### config.mk
export PLATFORM = sky130hd
export DESIGN_NAME = pmi_ctrl
export DESIGN_NICKNAME = d
export VERILOG_FILES = /design/src/pmi_pkg.sv /design/src/pmi_ctrl.sv /design/src/pmi_mdio_engine.sv
export SDC_FILE = /design/constraint.sdc
export NUM_CORES = 1
export LEC_CHECK = 0
export BUFFER_PORTS_ARGS = -buffer_cell sky130_fd_sc_hd__buf_2
export CAP_MARGIN = 20
export CELL_PAD_IN_SITES_DETAIL_PLACEMENT = 0
export CELL_PAD_IN_SITES_GLOBAL_PLACEMENT = 1
export CORE_MARGIN = 2
export CORE_UTILIZATION = 50
export CTS_CLUSTER_DIAMETER = 100
export DETAILED_ROUTE_END_ITERATION = 12
export GPL_TIMING_DRIVEN = 0
export PLACE_DENSITY = 0.84
export SKIP_CTS_REPAIR_TIMING = 1
export SLEW_MARGIN = 20
export SYNTH_ARGS = -nofsm -noshare
export SYNTH_HDL_FRONTEND = slang
export SYNTH_SLANG_ARGS = --single-unit
### constraint.sdc
create_clock -name core_clk -period 3.6 [get_ports core_clk]
set_input_delay 0.36 -clock core_clk [delete_from_list [all_inputs] [get_ports core_clk]]
set_output_delay 0.36 -clock core_clk [all_outputs]
set_load 0.005 [all_outputs]
### src/pmi_pkg.sv
package pmi_pkg;

  // Byte addresses of the management register group
  localparam logic [15:0] PMI_ADDR_CSR_LO = 16'h0510;
  localparam logic [15:0] PMI_ADDR_CSR_HI = 16'h0511;
  localparam logic [15:0] PMI_ADDR_PHY_SEL = 16'h0512;
  localparam logic [15:0] PMI_ADDR_REG_SEL = 16'h0513;
  localparam logic [15:0] PMI_ADDR_DATA_LO = 16'h0514;
  localparam logic [15:0] PMI_ADDR_DATA_HI = 16'h0515;
  localparam logic [15:0] PMI_ADDR_FB_OWN = 16'h0516;
  localparam logic [15:0] PMI_ADDR_HOST_OWN = 16'h0517;
  localparam logic [15:0] PMI_ADDR_PORT_FIRST = 16'h0518;
  localparam logic [15:0] PMI_ADDR_PORT_LAST = 16'h051B;

  // Field positions
  localparam int PMI_CSR_WREN_BIT = 0;
  localparam int PMI_CSR_CMD_LSB = 8;
  localparam int PMI_CSR_RDERR_BIT = 13;
  localparam int PMI_CSR_CMDERR_BIT = 14;
  localparam int PMI_CSR_BUSY_BIT = 15;
  localparam int PMI_HI_RDERR_BIT = 5;
  localparam int PMI_PSEL_SHOW_BIT = 7;
  localparam int PMI_HOST_FORCE_BIT = 1;
  localparam int PMI_PORTS = 4;

  // Reset values
  localparam logic [7:0] PMI_SEL_RESET = 8'h00;
  localparam logic [15:0] PMI_DATA_RESET = 16'h0000;

  typedef enum logic [1:0] {
    PMI_CMD_IDLE = 2'h0,
    PMI_CMD_READ = 2'h1,
    PMI_CMD_WRITE = 2'h2,
    PMI_CMD_BAD = 2'h3
  } pmi_cmd_t;

  typedef enum logic [1:0] {
    PMI_ENG_IDLE = 2'h0,
    PMI_ENG_LOW = 2'h1,
    PMI_ENG_HIGH = 2'h3,
    PMI_ENG_END = 2'h2
  } pmi_eng_state_t;

  // Management frame layout, counted from the first preamble bit
  localparam logic [1:0] PMI_FRM_START = 2'h1;
  localparam logic [1:0] PMI_FRM_OP_RD = 2'h2;
  localparam logic [1:0] PMI_FRM_OP_WR = 2'h1;
  localparam logic [1:0] PMI_FRM_TA_WR = 2'h2;
  localparam logic [31:0] PMI_FRM_PREAMBLE = 32'hFFFF_FFFF;
  localparam logic [5:0] PMI_FRM_TA_FIRST = 6'h2E;
  localparam logic [5:0] PMI_FRM_TA_LAST = 6'h2F;
  localparam logic [5:0] PMI_FRM_LAST_BIT = 6'h3F;

  // Serial clock timing
  localparam int PMI_CLK_NS = 5;
  localparam int PMI_MDC_HALF_NS = 200;
  localparam logic [5:0] PMI_MDC_HALF_CYC =
    6'((PMI_MDC_HALF_NS + PMI_CLK_NS - 1) / PMI_CLK_NS);

  typedef struct packed {
    logic read;
    logic [4:0] phy_addr;
    logic [4:0] reg_addr;
    logic [15:0] wdata;
  } pmi_req_t;

  typedef struct packed {
    logic [15:0] rdata;
    logic err;
  } pmi_rsp_t;

endpackage : pmi_pkg

### src/pmi_ctrl.sv
`timescale 1ns/100ps
// What this block does
// - Write-enable bit 0 writable by fieldbus only; reads 1 under host ownership.
// - Write enable clears at next frame start or end of host access.
// - Status bit 1 tells whether the host may take the interface.
// - Status bit 2 reads 1 when management link detection is active.
// - Bits 7:3 show a configured PHY address of port 0 or selected port.
// - Select bit 7 low shows base address; high shows port from bits 4:0, or the base address if bits 4:0 exceed 3.
// - Command 00 idle and clear errors, 01 read, 10 write, others invalid.
// - Writing the command launches it; reads show the running command.
// - Command field clears when the command finishes and busy drops.
// - Writing idle code clears both error flags.
// - Read error sets on absent PHY; any control write clears it.
// - Command error on invalid code or unenabled write; valid code clears.
// - Busy bit 15 is high while a command executes.
// - Control, PHY select and register select writes ignored while busy.
// - Data register neither read nor written while busy.
// - Only the side owning the interface may write its registers.
// - Register select bits 4:0 pick the PHY register accessed.
// - Ownership bit: 0 gives fieldbus access, 1 gives host access.
module pmi_ctrl #(
  parameter logic [4:0] PHY_BASE_ADDR = 5'h00,
  parameter logic HOST_CTRL_POSSIBLE = 1'h1,
  parameter logic LINK_DETECT = 1'h0
) (
  input wire logic core_clk,
  input wire logic resetn,
  input wire logic ce,
  input wire logic acc_valid,
  input wire logic acc_write,
  input wire logic acc_host,
  input wire logic [15:0] acc_addr,
  input wire logic [7:0] acc_wdata,
  input wire logic frame_start,
  input wire logic host_access_end,
  output logic [7:0] acc_rdata,
  output logic acc_rvalid,
  input wire logic mdio_in,
  output logic mdio_out,
  output logic mdio_oe,
  output logic mdc
);

  logic wr_en_reg;
  pmi_pkg::pmi_cmd_t cmd_reg;
  logic rd_err_reg;
  logic cmd_err_reg;
  logic busy_reg;
  logic start_reg;
  logic [7:0] phy_sel_reg;
  logic [7:0] reg_sel_reg;
  logic [15:0] data_reg;
  logic fb_own_reg;
  logic host_own_reg;
  logic mdio_meta_reg;
  logic mdio_sync_reg;
  logic [4:0] port_addr [pmi_pkg::PMI_PORTS];
  logic [4:0] shown_addr;
  logic [15:0] csr_word;
  logic [7:0] rd_mux;
  logic wr;
  logic grant;
  logic wr_csr_lo;
  logic wr_csr_hi;
  logic wren_eff;
  logic launch_read;
  logic launch_write;
  logic cmd_bad;
  logic [1:0] code;
  logic eng_done;
  pmi_pkg::pmi_req_t eng_req;
  pmi_pkg::pmi_rsp_t eng_rsp;

  // Per-port configured addresses follow the base address in order
  for (genvar i = 0; i < pmi_pkg::PMI_PORTS; i++) begin : g_port
    assign port_addr[i] = PHY_BASE_ADDR + 5'(i);
  end

  always_comb begin
    shown_addr = PHY_BASE_ADDR;
    if (phy_sel_reg[pmi_pkg::PMI_PSEL_SHOW_BIT] &&
        phy_sel_reg[4:0] < 5'(pmi_pkg::PMI_PORTS)) begin
      shown_addr = port_addr[phy_sel_reg[1:0]];
    end
  end

  assign wren_eff = wr_en_reg || host_own_reg;
  assign csr_word = {busy_reg, cmd_err_reg, rd_err_reg, 3'h0, cmd_reg,
    shown_addr, LINK_DETECT, HOST_CTRL_POSSIBLE, wren_eff};

  // Access decode: writes only from the owning side and only when idle
  assign wr = acc_valid && acc_write;
  assign grant = wr && (acc_host == host_own_reg) && !busy_reg;
  assign wr_csr_lo = grant && acc_addr == pmi_pkg::PMI_ADDR_CSR_LO;
  assign wr_csr_hi = grant && acc_addr == pmi_pkg::PMI_ADDR_CSR_HI;
  assign code = acc_wdata[1:0];
  assign launch_read = wr_csr_hi &&
    code == pmi_pkg::PMI_CMD_READ;
  assign launch_write = wr_csr_hi && code == pmi_pkg::PMI_CMD_WRITE &&
    wren_eff;
  assign cmd_bad = wr_csr_hi && (code == pmi_pkg::PMI_CMD_BAD ||
    (code == pmi_pkg::PMI_CMD_WRITE && !wren_eff));

  always_comb begin
    rd_mux = 8'h00;
    case (acc_addr)
      pmi_pkg::PMI_ADDR_CSR_LO: rd_mux = csr_word[7:0];
      pmi_pkg::PMI_ADDR_CSR_HI: rd_mux = csr_word[15:8];
      pmi_pkg::PMI_ADDR_PHY_SEL: rd_mux = phy_sel_reg;
      pmi_pkg::PMI_ADDR_REG_SEL: rd_mux = reg_sel_reg;
      pmi_pkg::PMI_ADDR_DATA_LO: rd_mux = busy_reg ? 8'h00 : data_reg[7:0];
      pmi_pkg::PMI_ADDR_DATA_HI: rd_mux = busy_reg ? 8'h00 : data_reg[15:8];
      pmi_pkg::PMI_ADDR_FB_OWN: rd_mux = {7'h00, fb_own_reg};
      pmi_pkg::PMI_ADDR_HOST_OWN: rd_mux = {7'h00, host_own_reg};
      default: rd_mux = 8'h00;
    endcase
  end

  always_ff @(posedge core_clk or negedge resetn) begin
    if (!resetn) begin
      acc_rdata <= 8'h00;
      acc_rvalid <= 1'h0;
    end else if (ce) begin
      acc_rvalid <= acc_valid && !acc_write;
      if (acc_valid && !acc_write) begin
        acc_rdata <= rd_mux;
      end
    end
  end

  // Only the fieldbus can hold the interface while host owns nothing
  always_ff @(posedge core_clk or negedge resetn) begin
    if (!resetn) begin
      wr_en_reg <= 1'h0;
    end else if (ce) begin
      if (wr_csr_lo && !acc_host) begin
        wr_en_reg <= acc_wdata[pmi_pkg::PMI_CSR_WREN_BIT];
      end else if (frame_start || host_access_end) begin
        wr_en_reg <= 1'h0;
      end
    end
  end

  always_ff @(posedge core_clk or negedge resetn) begin
    if (!resetn) begin
      fb_own_reg <= 1'h0;
      host_own_reg <= 1'h0;
    end else if (ce) begin
      if (wr && !acc_host && acc_addr == pmi_pkg::PMI_ADDR_FB_OWN &&
          !host_own_reg) begin
        fb_own_reg <= acc_wdata[0];
      end
      if (wr && !acc_host && acc_addr == pmi_pkg::PMI_ADDR_HOST_OWN &&
          acc_wdata[pmi_pkg::PMI_HOST_FORCE_BIT]) begin
        host_own_reg <= 1'h0;
      end else if (wr && acc_host && !busy_reg &&
                   acc_addr == pmi_pkg::PMI_ADDR_HOST_OWN &&
                   !fb_own_reg && HOST_CTRL_POSSIBLE) begin
        host_own_reg <= acc_wdata[0];
      end
    end
  end

  // Launch and completion never coincide: launch needs busy low
  always_ff @(posedge core_clk or negedge resetn) begin
    if (!resetn) begin
      cmd_reg <= pmi_pkg::PMI_CMD_IDLE;
      busy_reg <= 1'h0;
      start_reg <= 1'h0;
    end else if (ce) begin
      start_reg <= launch_read || launch_write;
      if (launch_read || launch_write) begin
        cmd_reg <= pmi_pkg::pmi_cmd_t'(code);
        busy_reg <= 1'h1;
      end else if (eng_done) begin
        cmd_reg <= pmi_pkg::PMI_CMD_IDLE;
        busy_reg <= 1'h0;
      end
    end
  end

  always_ff @(posedge core_clk or negedge resetn) begin
    if (!resetn) begin
      rd_err_reg <= 1'h0;
      cmd_err_reg <= 1'h0;
    end else if (ce) begin
      if (eng_done && eng_rsp.err) begin
        rd_err_reg <= 1'h1;
      end else if (wr_csr_lo || wr_csr_hi) begin
        rd_err_reg <= 1'h0;
      end
      if (cmd_bad) begin
        cmd_err_reg <= 1'h1;
      end else if (wr_csr_hi) begin
        cmd_err_reg <= 1'h0;
      end
    end
  end

  always_ff @(posedge core_clk or negedge resetn) begin
    if (!resetn) begin
      phy_sel_reg <= pmi_pkg::PMI_SEL_RESET;
      reg_sel_reg <= pmi_pkg::PMI_SEL_RESET;
    end else if (ce) begin
      if (grant && acc_addr == pmi_pkg::PMI_ADDR_PHY_SEL) begin
        phy_sel_reg <= {acc_wdata[7], 2'h0, acc_wdata[4:0]};
      end
      if (grant && acc_addr == pmi_pkg::PMI_ADDR_REG_SEL) begin
        reg_sel_reg <= acc_wdata;
      end
    end
  end

  always_ff @(posedge core_clk or negedge resetn) begin
    if (!resetn) begin
      data_reg <= pmi_pkg::PMI_DATA_RESET;
    end else if (ce) begin
      if (eng_done && cmd_reg == pmi_pkg::PMI_CMD_READ && !eng_rsp.err) begin
        data_reg <= eng_rsp.rdata;
      end else if (grant && acc_addr == pmi_pkg::PMI_ADDR_DATA_LO) begin
        data_reg[7:0] <= acc_wdata;
      end else if (grant && acc_addr == pmi_pkg::PMI_ADDR_DATA_HI) begin
        data_reg[15:8] <= acc_wdata;
      end
    end
  end

  always_ff @(posedge core_clk or negedge resetn) begin
    if (!resetn) begin
      mdio_meta_reg <= 1'h1;
      mdio_sync_reg <= 1'h1;
    end else if (ce) begin
      mdio_meta_reg <= mdio_in;
      mdio_sync_reg <= mdio_meta_reg;
    end
  end

  // Selects cannot change while busy, so the request is read live
  assign eng_req = '{read: cmd_reg == pmi_pkg::PMI_CMD_READ,
    phy_addr: phy_sel_reg[4:0], reg_addr: reg_sel_reg[4:0],
    wdata: data_reg};

  pmi_mdio_engine u_engine (
    .core_clk(core_clk),
    .resetn(resetn),
    .ce(ce),
    .start(start_reg),
    .req(eng_req),
    .mdio_in_sync(mdio_sync_reg),
    .mdc(mdc),
    .mdio_out(mdio_out),
    .mdio_oe(mdio_oe),
    .done(eng_done),
    .rsp(eng_rsp)
  );
endmodule : pmi_ctrl

### src/pmi_mdio_engine.sv
`timescale 1ns/100ps
module pmi_mdio_engine (
  input wire logic core_clk,
  input wire logic resetn,
  input wire logic ce,
  input wire logic start,
  input pmi_pkg::pmi_req_t req,
  input wire logic mdio_in_sync,
  output logic mdc,
  output logic mdio_out,
  output logic mdio_oe,
  output logic done,
  output pmi_pkg::pmi_rsp_t rsp
);

  pmi_pkg::pmi_eng_state_t state_reg;
  logic [5:0] div_reg;
  logic [5:0] bit_reg;
  logic [63:0] tx_reg;
  logic [15:0] rx_reg;
  logic err_reg;
  logic read_reg;
  logic half_end;
  logic [63:0] frame;

  assign half_end = (div_reg == pmi_pkg::PMI_MDC_HALF_CYC - 6'h01);
  assign frame = {pmi_pkg::PMI_FRM_PREAMBLE, pmi_pkg::PMI_FRM_START,
    req.read ? pmi_pkg::PMI_FRM_OP_RD : pmi_pkg::PMI_FRM_OP_WR,
    req.phy_addr, req.reg_addr, pmi_pkg::PMI_FRM_TA_WR, req.wdata};

  // Sequencing, serial clock and drive; data changes on the same clock edge that drops MDC
  always_ff @(posedge core_clk or negedge resetn) begin
    if (!resetn) begin
      state_reg <= pmi_pkg::PMI_ENG_IDLE;
      div_reg <= 6'h00;
      bit_reg <= 6'h00;
      tx_reg <= 64'h0000_0000_0000_0000;
      read_reg <= 1'h0;
      mdc <= 1'h0;
      mdio_out <= 1'h1;
      mdio_oe <= 1'h0;
    end else if (ce) begin
      case (state_reg)
        pmi_pkg::PMI_ENG_IDLE: begin
          if (start) begin
            tx_reg <= frame;
            mdio_out <= frame[63];
            mdio_oe <= 1'h1;
            read_reg <= req.read;
            bit_reg <= 6'h00;
            div_reg <= 6'h00;
            state_reg <= pmi_pkg::PMI_ENG_LOW;
          end
        end
        pmi_pkg::PMI_ENG_LOW: begin
          if (half_end) begin
            div_reg <= 6'h00;
            mdc <= 1'h1;
            state_reg <= pmi_pkg::PMI_ENG_HIGH;
          end else begin
            div_reg <= div_reg + 6'h01;
          end
        end
        pmi_pkg::PMI_ENG_HIGH: begin
          if (!half_end) begin
            div_reg <= div_reg + 6'h01;
          end else begin
            div_reg <= 6'h00;
            mdc <= 1'h0;
            if (bit_reg == pmi_pkg::PMI_FRM_LAST_BIT) begin
              mdio_oe <= 1'h0;
              mdio_out <= 1'h1;
              state_reg <= pmi_pkg::PMI_ENG_END;
            end else begin
              bit_reg <= bit_reg + 6'h01;
              tx_reg <= {tx_reg[62:0], 1'h0};
              mdio_out <= tx_reg[62];
              // The PHY owns the line from turnaround on during a read
              mdio_oe <= !(read_reg &&
                (bit_reg + 6'h01 >= pmi_pkg::PMI_FRM_TA_FIRST));
              state_reg <= pmi_pkg::PMI_ENG_LOW;
            end
          end
        end
        pmi_pkg::PMI_ENG_END: begin
          state_reg <= pmi_pkg::PMI_ENG_IDLE;
        end
        default: begin
          state_reg <= pmi_pkg::PMI_ENG_IDLE;
        end
      endcase
    end
  end

  // Sampling late in the high phase leaves room for the input synchroniser
  always_ff @(posedge core_clk or negedge resetn) begin
    if (!resetn) begin
      rx_reg <= 16'h0000;
      err_reg <= 1'h0;
    end else if (ce) begin
      if (state_reg == pmi_pkg::PMI_ENG_IDLE && start) begin
        err_reg <= 1'h0;
      end else if (state_reg == pmi_pkg::PMI_ENG_HIGH && half_end &&
                   read_reg) begin
        // An absent PHY leaves the pulled-up line high in turnaround
        if (bit_reg == pmi_pkg::PMI_FRM_TA_LAST) begin
          err_reg <= mdio_in_sync;
        end
        if (bit_reg > pmi_pkg::PMI_FRM_TA_LAST) begin
          rx_reg <= {rx_reg[14:0], mdio_in_sync};
        end
      end
    end
  end

  always_ff @(posedge core_clk or negedge resetn) begin
    if (!resetn) begin
      done <= 1'h0;
      rsp <= '0;
    end else if (ce) begin
      done <= (state_reg == pmi_pkg::PMI_ENG_END);
      if (state_reg == pmi_pkg::PMI_ENG_END) begin
        rsp.rdata <= rx_reg;
        rsp.err <= read_reg && err_reg;
      end
    end
  end

endmodule : pmi_mdio_engine

==> results.yml, run 1 <==
timing:
  finalSetupTns_ps: 0
  max_freq_ghz: 0.438
  rsz0062_at_grt: "no"
  setup_violations: 0
  period_needed_ps: 2280
  final_hold_viol_count: 0
  worstMarginPinSlew_ps: 945
  max-slew-margin-rel: 0.364
  whs_ps: 171
  finalClockSkew_ps: 10.2
  drv_slew: 0
  min_period_over_period: 0.634
cells_and_area:
  drive_gt1_frac: 0.208
  nFillCells: 1308
  fin_nets: 860
  area_growth_pct: 14.5
  design_area_sq_um: 8760
  largest_reg_flops: 63
  diodes: 0
detailed_routing:
  routed_wirelength_microns: 18000
  drt-wirelength-per-cell_microns: 17.5
  drt_first_pass_iters: 5
  vias: 5951
  drc: 0
  drtAntennaViolNets: 0
  drtIter0Drc: 568
  routed_via_density: 5.81
worst_setup_path:
  start_kind: "register"
  path_cells: "ha_1 > clkbuf_1 > a31oi_1 > a21o_1 > buf_2 > buf_2 > nor2_1 > a31oi_1"
  ff2ff_path_depth: 8
  setup.worst_path.start: "u_engine.bit_reg[0]"
  reg2reg_to: "u_engine.tx_reg[25]"
  cp.arrival_ps: 2630
  crit_end: "u_engine.tx_reg[25]"
  slowest_stage: "a31oi_1"
  crit_type: "register to register"
  critical-path-top-delay-family: "compound AO/OA/AOI/OAI gates"
  worst-path-stages: 8
  endpoint_kind: "register"
  path_buf_inv: 3
  required_ps: 3940
  ff2ff_setup_slack_ps: 1320
  crit_path_max_fanout: 10
  cp_slowest_stage_delay_ps: 460
  timing.rr.start: "u_engine.bit_reg[0]"
grt:
  gr-total-overflow: 0
  grt_pass1_wl_microns: 29200
  antenna_found_initial: 0
  grtUsageTotal: 0.230
  grt_max_degree: 87
  grt_pass1_vias: 5660
synth:
  synth_top_family_by_area: "simple AND/OR/NAND/NOR gates"
  synth_adder_area_share: 0.00491
  ys_seq_elements: 166
  syn_nets: 797
  synth_edf_count: 0
  synthArstFlopShare: 1.00
  yosys.area.top_type: "dfrtp_1"
  synth_top_area_share: 0.533
  syn_area_per_cell_sq_um: 10.1
  yosysMostFrequentCell: "nand2_1"
  synth_flop_cell: "dfrtp_1"
  synthCells: 761
  synth.area.top_cells: "dfrtp_1, nand2_1, mux2_2, o21ai_0, a31oi_1"
  muxShareOfSynthArea: 0.0940
  synth-compound-area-share: 0.130
  synth-simple-area-share: 0.193
  synth_cell_types: 63
  ys_seq_area_frac: 0.543
  ys_warn_count: 0
  netlist_area_sq_um: 7650
  yosys-top-cells-count: "nand2_1, dfrtp_1, o21ai_0"
  synth-xor-area-share: 0.00343
placement:
  port_buffers: 42
  placement.cell_area_sq_um: 8140
  gp_congestion: 0.895
  dp_hpwl_microns: 12900
floorplanning:
  io_pins: 45
  die_x_microns: 128
  coreArea_sq_um: 15100
  rows: 45
  start_util: 0.507
  die_h_microns: 128
  dieArea_sq_um: 16300
pwr:
  p_seq_frac: 0.484
  ir_drop_mv: 0.345
  p_per_area_nw_per_um2: 442
  switchingPower_mw: 0.910
  p_int_mw: 2.96
  p_clk_frac: 0.486
  pwr-share-comb: 0.030
  p_sw_frac: 0.235
  leakagePower_nw: 4.19
worst_hold_path:
  min_path_type: "input pin to register"
  hold_path_depth: 2
clock_network:
  clk_pin_slew_ps: 70
  clk_path_buf_depth: 2
  clock_sinks: 166
  clk_latency_ps: 430
  cts_buffers: 17
  htreeDepth: 4
  root_buffer: "clkbuf_16"
  cts_tree: "done"
outcome:
  status: "finished clean"
flow_run:
  max_cap_viol_count: 0
==> how the worst min path moves through the flow <==
stage                              from                  end  slack, ps
finish                          mdio_in        mdio_meta_reg        170
global placement    u_engine.tx_reg[31]  u_engine.tx_reg[31]        440
floorplan                        resetn         acc_rdata[0]         60
global route                    mdio_in        mdio_meta_reg        170
CTS                              resetn  u_engine.tx_reg[17]        -70
detailed placement               resetn  u_engine.tx_reg[50]        390
==> logic make-up after synthesis <==
| kind of cell | Yosys count |
|---|---|
| and+or+nand+nor | 311 |
| DFF | 166 |
| AOI/OAI and AO/OA | 158 |
| muxes | 65 |
| buffers and inverters | 55 |
| xor gates and xnor gates | 3 |
| adders and majority gates | 3 |
==> cell usage in the layout, fill, tap and decap left out, drive strengths merged, types with 6 or more instances in the layout <==
master / netlist / final
a21oi: 7 / 7
a22oi: 14 / 14
a31oi: 40 / 40
and3: 7 / 7
buf: 26 / 69
clkbuf: 18 / 35
dfrtp: 163 / 163
inv: 11 / 18
mux2: 55 / 55
mux2i: 10 / 10
nand2: 184 / 184
nand3: 17 / 17
nor2: 51 / 51
nor3: 13 / 13
nor4b: 6 / 6
o21ai: 62 / 62
o31ai: 7 / 7
==> power by group through the flow <==
stage | clock network [mW] | logic [mW] | registers (mW)
6_report | 1.88 | 0.117 | 1.87
3_5_place_dp | 0 | 0.118 | 1.91
3_3_place_gp | 0 | 0.111 | 1.91
2_1_floorplan | 0 | 0.0362 | 1.91
5_1_grt | 1.98 | 0.131 | 1.87
4_1_cts | 1.91 | 0.118 | 1.87
==> metal layers <==
layer,up-vias,track usage,part of all wire
met5,-,0,0
li1,2804,-,-
met4,0,0.0698,0.018
met3,24,0.0472,0.048
met2,184,0.351,0.46
met1,2939,0.333,0.47
==> area by class of cell <==
type / count / area [sq um] / share of cell area
flip-flops and latches: 166 / 4160 / 0.475
multi-input cells: 540 / 3250 / 0.371
clock buffers: 17 / 425 / 0.0486
repair buffers: 44 / 258 / 0.0294
well taps: 188 / 235 / 0.0269
plain buffers: 44 / 200 / 0.0229
clock inverters: 15 / 188 / 0.0214
inverters: 11 / 41.3 / 0.00471
==> per-stage QoR <==
| stage | worst slack [ps] | util | power (mW) | cells |
|---|---|---|---|---|
| 2_1_floorplan | 1670 | - | 1.94 | 761 |
| 3_3_place_gp | -297 | 0.537 | 2.02 | 991 |
| 3_5_place_dp | 1360 | 0.539 | 2.03 | 992 |
| 4_1_cts | 1340 | 0.580 | 3.90 | 1024 |
| 5_1_grt | 1130 | 0.580 | 3.99 | 1025 |
| 6_report | 1320 | 0.580 | 3.87 | 1025 |
Power figures use the tool's default switching activity.
==> run 2, diff against run 1 <==
--- a/config.mk
+++ b/config.mk
@@ -5,16 +5,17 @@
 export SDC_FILE = /design/constraint.sdc
 export NUM_CORES = 1
 export LEC_CHECK = 0
+export ABC_AREA = 1
 export BUFFER_PORTS_ARGS = -buffer_cell sky130_fd_sc_hd__buf_2
 export CAP_MARGIN = 20
 export CELL_PAD_IN_SITES_DETAIL_PLACEMENT = 0
 export CELL_PAD_IN_SITES_GLOBAL_PLACEMENT = 1
 export CORE_MARGIN = 2
-export CORE_UTILIZATION = 50
+export CORE_UTILIZATION = 46
 export CTS_CLUSTER_DIAMETER = 100
 export DETAILED_ROUTE_END_ITERATION = 12
 export GPL_TIMING_DRIVEN = 0
-export PLACE_DENSITY = 0.84
+export PLACE_DENSITY = 0.82
 export SKIP_CTS_REPAIR_TIMING = 1
 export SLEW_MARGIN = 20
 export SYNTH_ARGS = -nofsm -noshare
==> constraint.sdc (replaced) <==
create_clock -name core_clk -period 2.3 [get_ports core_clk]
set_input_delay 0.23 -clock core_clk [delete_from_list [all_inputs] [get_ports core_clk]]
set_output_delay 0.23 -clock core_clk [all_outputs]
set_load 0.005 [all_outputs]
==> run 2 against run 1 <==
  * Flip-flop and latch count is the same
  * Critical path type unchanged
  * Register-to-register slack got worse by 1000 ps
  * Die area increased by 15%
  * Final cell count is 28% higher
  * Final area rose by 6.1%
  * Non-clock buffer count stayed put
  * Combinational power increased to 19 times the previous value
  * Largest cell class unchanged
  * Largest power group is now sequential cells
  * Wire length is 9.7% higher
  * Sequential power grew 120%
  * Critical endpoint is now u_engine.tx_reg[49]
  * Global-route usage decreased by 0.25 points
  * Highest routed layer unchanged
==> results.yml, run 2 <==
grt:
  grt_pass1_wl_microns: 32900
  gr-usage-met1: 0.325
  grt_max_degree: 93
  grtUsageMet2: 0.356
  grt_pass1_vias: 6412
  use_met3: 0.0459
  antenna_found_initial: 0
  gr-total-overflow: 0
  grt_busiest_layer: "met2"
  grtUsageTotal: 0.227
cells_and_area:
  drive_gt1_frac: 0.153
  largest_reg_flops: 63
  nFillCells: 1684
  area_growth_pct: 14.5
  diodes: 0
  final_common_cell: "nand2_1"
  fin_nets: 1109
  final_cell_mix: "nand2_1, dfrtp_1, o21ai_0, inv_1, nor2_1"
  design_area_sq_um: 9290
floorplanning:
  coreArea_sq_um: 17300
  start_util: 0.469
  die_h_microns: 137
  rows: 48
  die_x_microns: 137
  io_pins: 45
  dieArea_sq_um: 18700
pwr:
  p_int_mw: 6.12
  p_sw_frac: 0.336
  p_per_area_nw_per_um2: 992
  pwr-share-comb: 0.237
  switchingPower_mw: 3.10
  p_clk_frac: 0.323
  leakagePower_nw: 4.53
  ir_drop_mv: 0.567
  p_seq_frac: 0.440
worst_setup_path:
  crit_path_max_fanout: 10
  cp.arrival_ps: 2330
  endpoint_kind: "register"
  ff2ff_setup_slack_ps: 270
  start_kind: "register"
  setup.worst_path.start: "u_engine.bit_reg[0]"
  reg2reg_to: "u_engine.tx_reg[49]"
  timing.rr.start: "u_engine.bit_reg[0]"
  crit_type: "register to register"
  ff2ff_path_depth: 8
  crit_end: "u_engine.tx_reg[49]"
  required_ps: 2600
synth:
  netlist_area_sq_um: 8120
  synth_top_area_share: 0.502
  yosys.area.top_type: "dfrtp_1"
  synth_edf_count: 0
  synthCells: 1007
  synth_adder_area_share: 0.00462
  synth-simple-area-share: 0.277
  ys_warn_count: 0
  yosys-top-cells-count: "nand2_1, dfrtp_1, o21ai_0"
  ys_seq_elements: 166
  synth_flop_cell: "dfrtp_1"
  muxShareOfSynthArea: 0
  synth-compound-area-share: 0.124
  synthArstFlopShare: 1.00
  ys_seq_area_frac: 0.512
  yosysMostFrequentCell: "nand2_1"
  synth_top_family_by_area: "simple AND/OR/NAND/NOR gates"
  syn_nets: 1043
  synth-xor-area-share: 0.00539
  synth.area.top_cells: "dfrtp_1, nand2_1, o21ai_0, nand3_1, inv_1"
  syn_area_per_cell_sq_um: 8.06
  synth_cell_types: 40
timing:
  whs_ps: 89.4
  period_needed_ps: 2030
  rsz0062_at_grt: "no"
  min_period_over_period: 0.881
  setup_violations: 0
  max-slew-margin-rel: 0.613
  max_freq_ghz: 0.494
  finalClockSkew_ps: 8.89
  drv_slew: 0
  worstMarginPinSlew_ps: 581
  final_hold_viol_count: 0
flow_run:
  max_cap_viol_count: 0
placement:
  gp_congestion: 0.878
  placement.cell_area_sq_um: 8660
  port_buffers: 44
  dp_hpwl_microns: 14300
clock_network:
  root_buffer: "clkbuf_16"
  clk_pin_slew_ps: 70
  cts_buffers: 17
  clk_latency_ps: 430
  cts_tree: "done"
  clock_sinks: 166
  clk_path_buf_depth: 2
  htreeDepth: 4
detailed_routing:
  drc: 0
  drt_first_pass_iters: 5
  routed_via_density: 5.01
  drtAntennaViolNets: 0
  routed_wirelength_microns: 19700
  drtIter0Drc: 398
  vias: 6562
  drt-wirelength-per-cell_microns: 15.0
outcome:
  status: "finished clean"
worst_hold_path:
  min_path_type: "input pin to register"
==> run 2: changes by cell type after synthesis, sizes merged, moves of 39 or more <==
| cell | before | now |
|---|---|---|
| nand2 | 184 | 323 |
| o21ai | 62 | 165 |
| inv | 11 | 93 |
| nand3 | 17 | 74 |
| mux2 | 55 | 0 |
| a31oi | 40 | 0 |
| nor2 | 51 | 90 |
==> run 2: worst max-delay path, cell delays in order (launching register included) <==
cell	delay, ps
dfrtp_1	440
ha_1	210
nand3_1	150
nor2_1	200
inv_2	80
nor2_2	110
nand3b_2	190
clkbuf_1	360
o21ai_0	140
==> run 2: final cells by class <==
| class | count | area (sq um) | share of cell area |
|---|---|---|---|
| tap | 225 | 282 | 0.0303 |
| clock buffer | 17 | 425 | 0.0458 |
| buffer | 41 | 263 | 0.0283 |
| multi-input combinational | 704 | 3340 | 0.359 |
| sequential | 166 | 4160 | 0.447 |
| inverter | 96 | 362 | 0.0389 |
| timing repair buffer | 47 | 278 | 0.0299 |
| clock inverter | 15 | 191 | 0.0206 |
==> run 2: routing by layer <==
layer | share of wire | vias to the layer above
met1 | 0.49 | 3075
met5 | 0 | -
met2 | 0.46 | 102
met4 | 0.013 | 0
li1 | - | 3363
met3 | 0.037 | 22
==> run 2: kinds of logic (layout without fill, tap and decap cells) <==
kind of cell,Yosys count,count (layout)
xor+xnor,5,5
simple gates,517,517
fa+ha+maj,3,3
flops,166,166
buf+inv,137,216
compound gates,179,179
==> run 2: how the worst min path moves through the flow <==
| stage | start | to | slack [ps] | cells after the start |
|---|---|---|---|---|
| global route | acc_wdata[6] | reg_sel_reg[6] | 100 | 3 |
| global placement | mdio_in | mdio_meta_reg | 430 | 3 |
| detailed placement | resetn | u_engine.tx_reg[41] | 240 | 1 |
| floorplan | resetn | acc_rdata[0] | -70 | 0 |
| CTS | resetn | u_engine.tx_reg[41] | -220 | 1 |
| finish | acc_wdata[1] | cmd_reg[1] | 90 | 3 |
==> run 2: power by group through the flow <==
stage	combinational [mW]	sequential (mW)	clock, mW
floorplan	1.63	4.02	0
global placement	2.15	4.09	0
detailed placement	2.21	4.10	0
CTS	2.23	4.06	3.04
global route	2.56	4.15	3.16
finish	2.19	4.05	2.98
==> run 2: metrics by stage <==
stage | power [mW] | TNS [ps] | std cells | setup slack [ps] | utilization
6_report | 9.22 | 0 | 1311 | 275 | 0.537
5_1_grt | 9.86 | 0 | 1311 | 108 | 0.537
4_1_cts | 9.32 | 0 | 1309 | 291 | 0.536
3_5_place_dp | 6.32 | 0 | 1277 | 315 | 0.501
3_3_place_gp | 6.24 | -264950 | 1276 | -1640 | 0.498
2_1_floorplan | 5.65 | 0 | 1007 | 642 | -
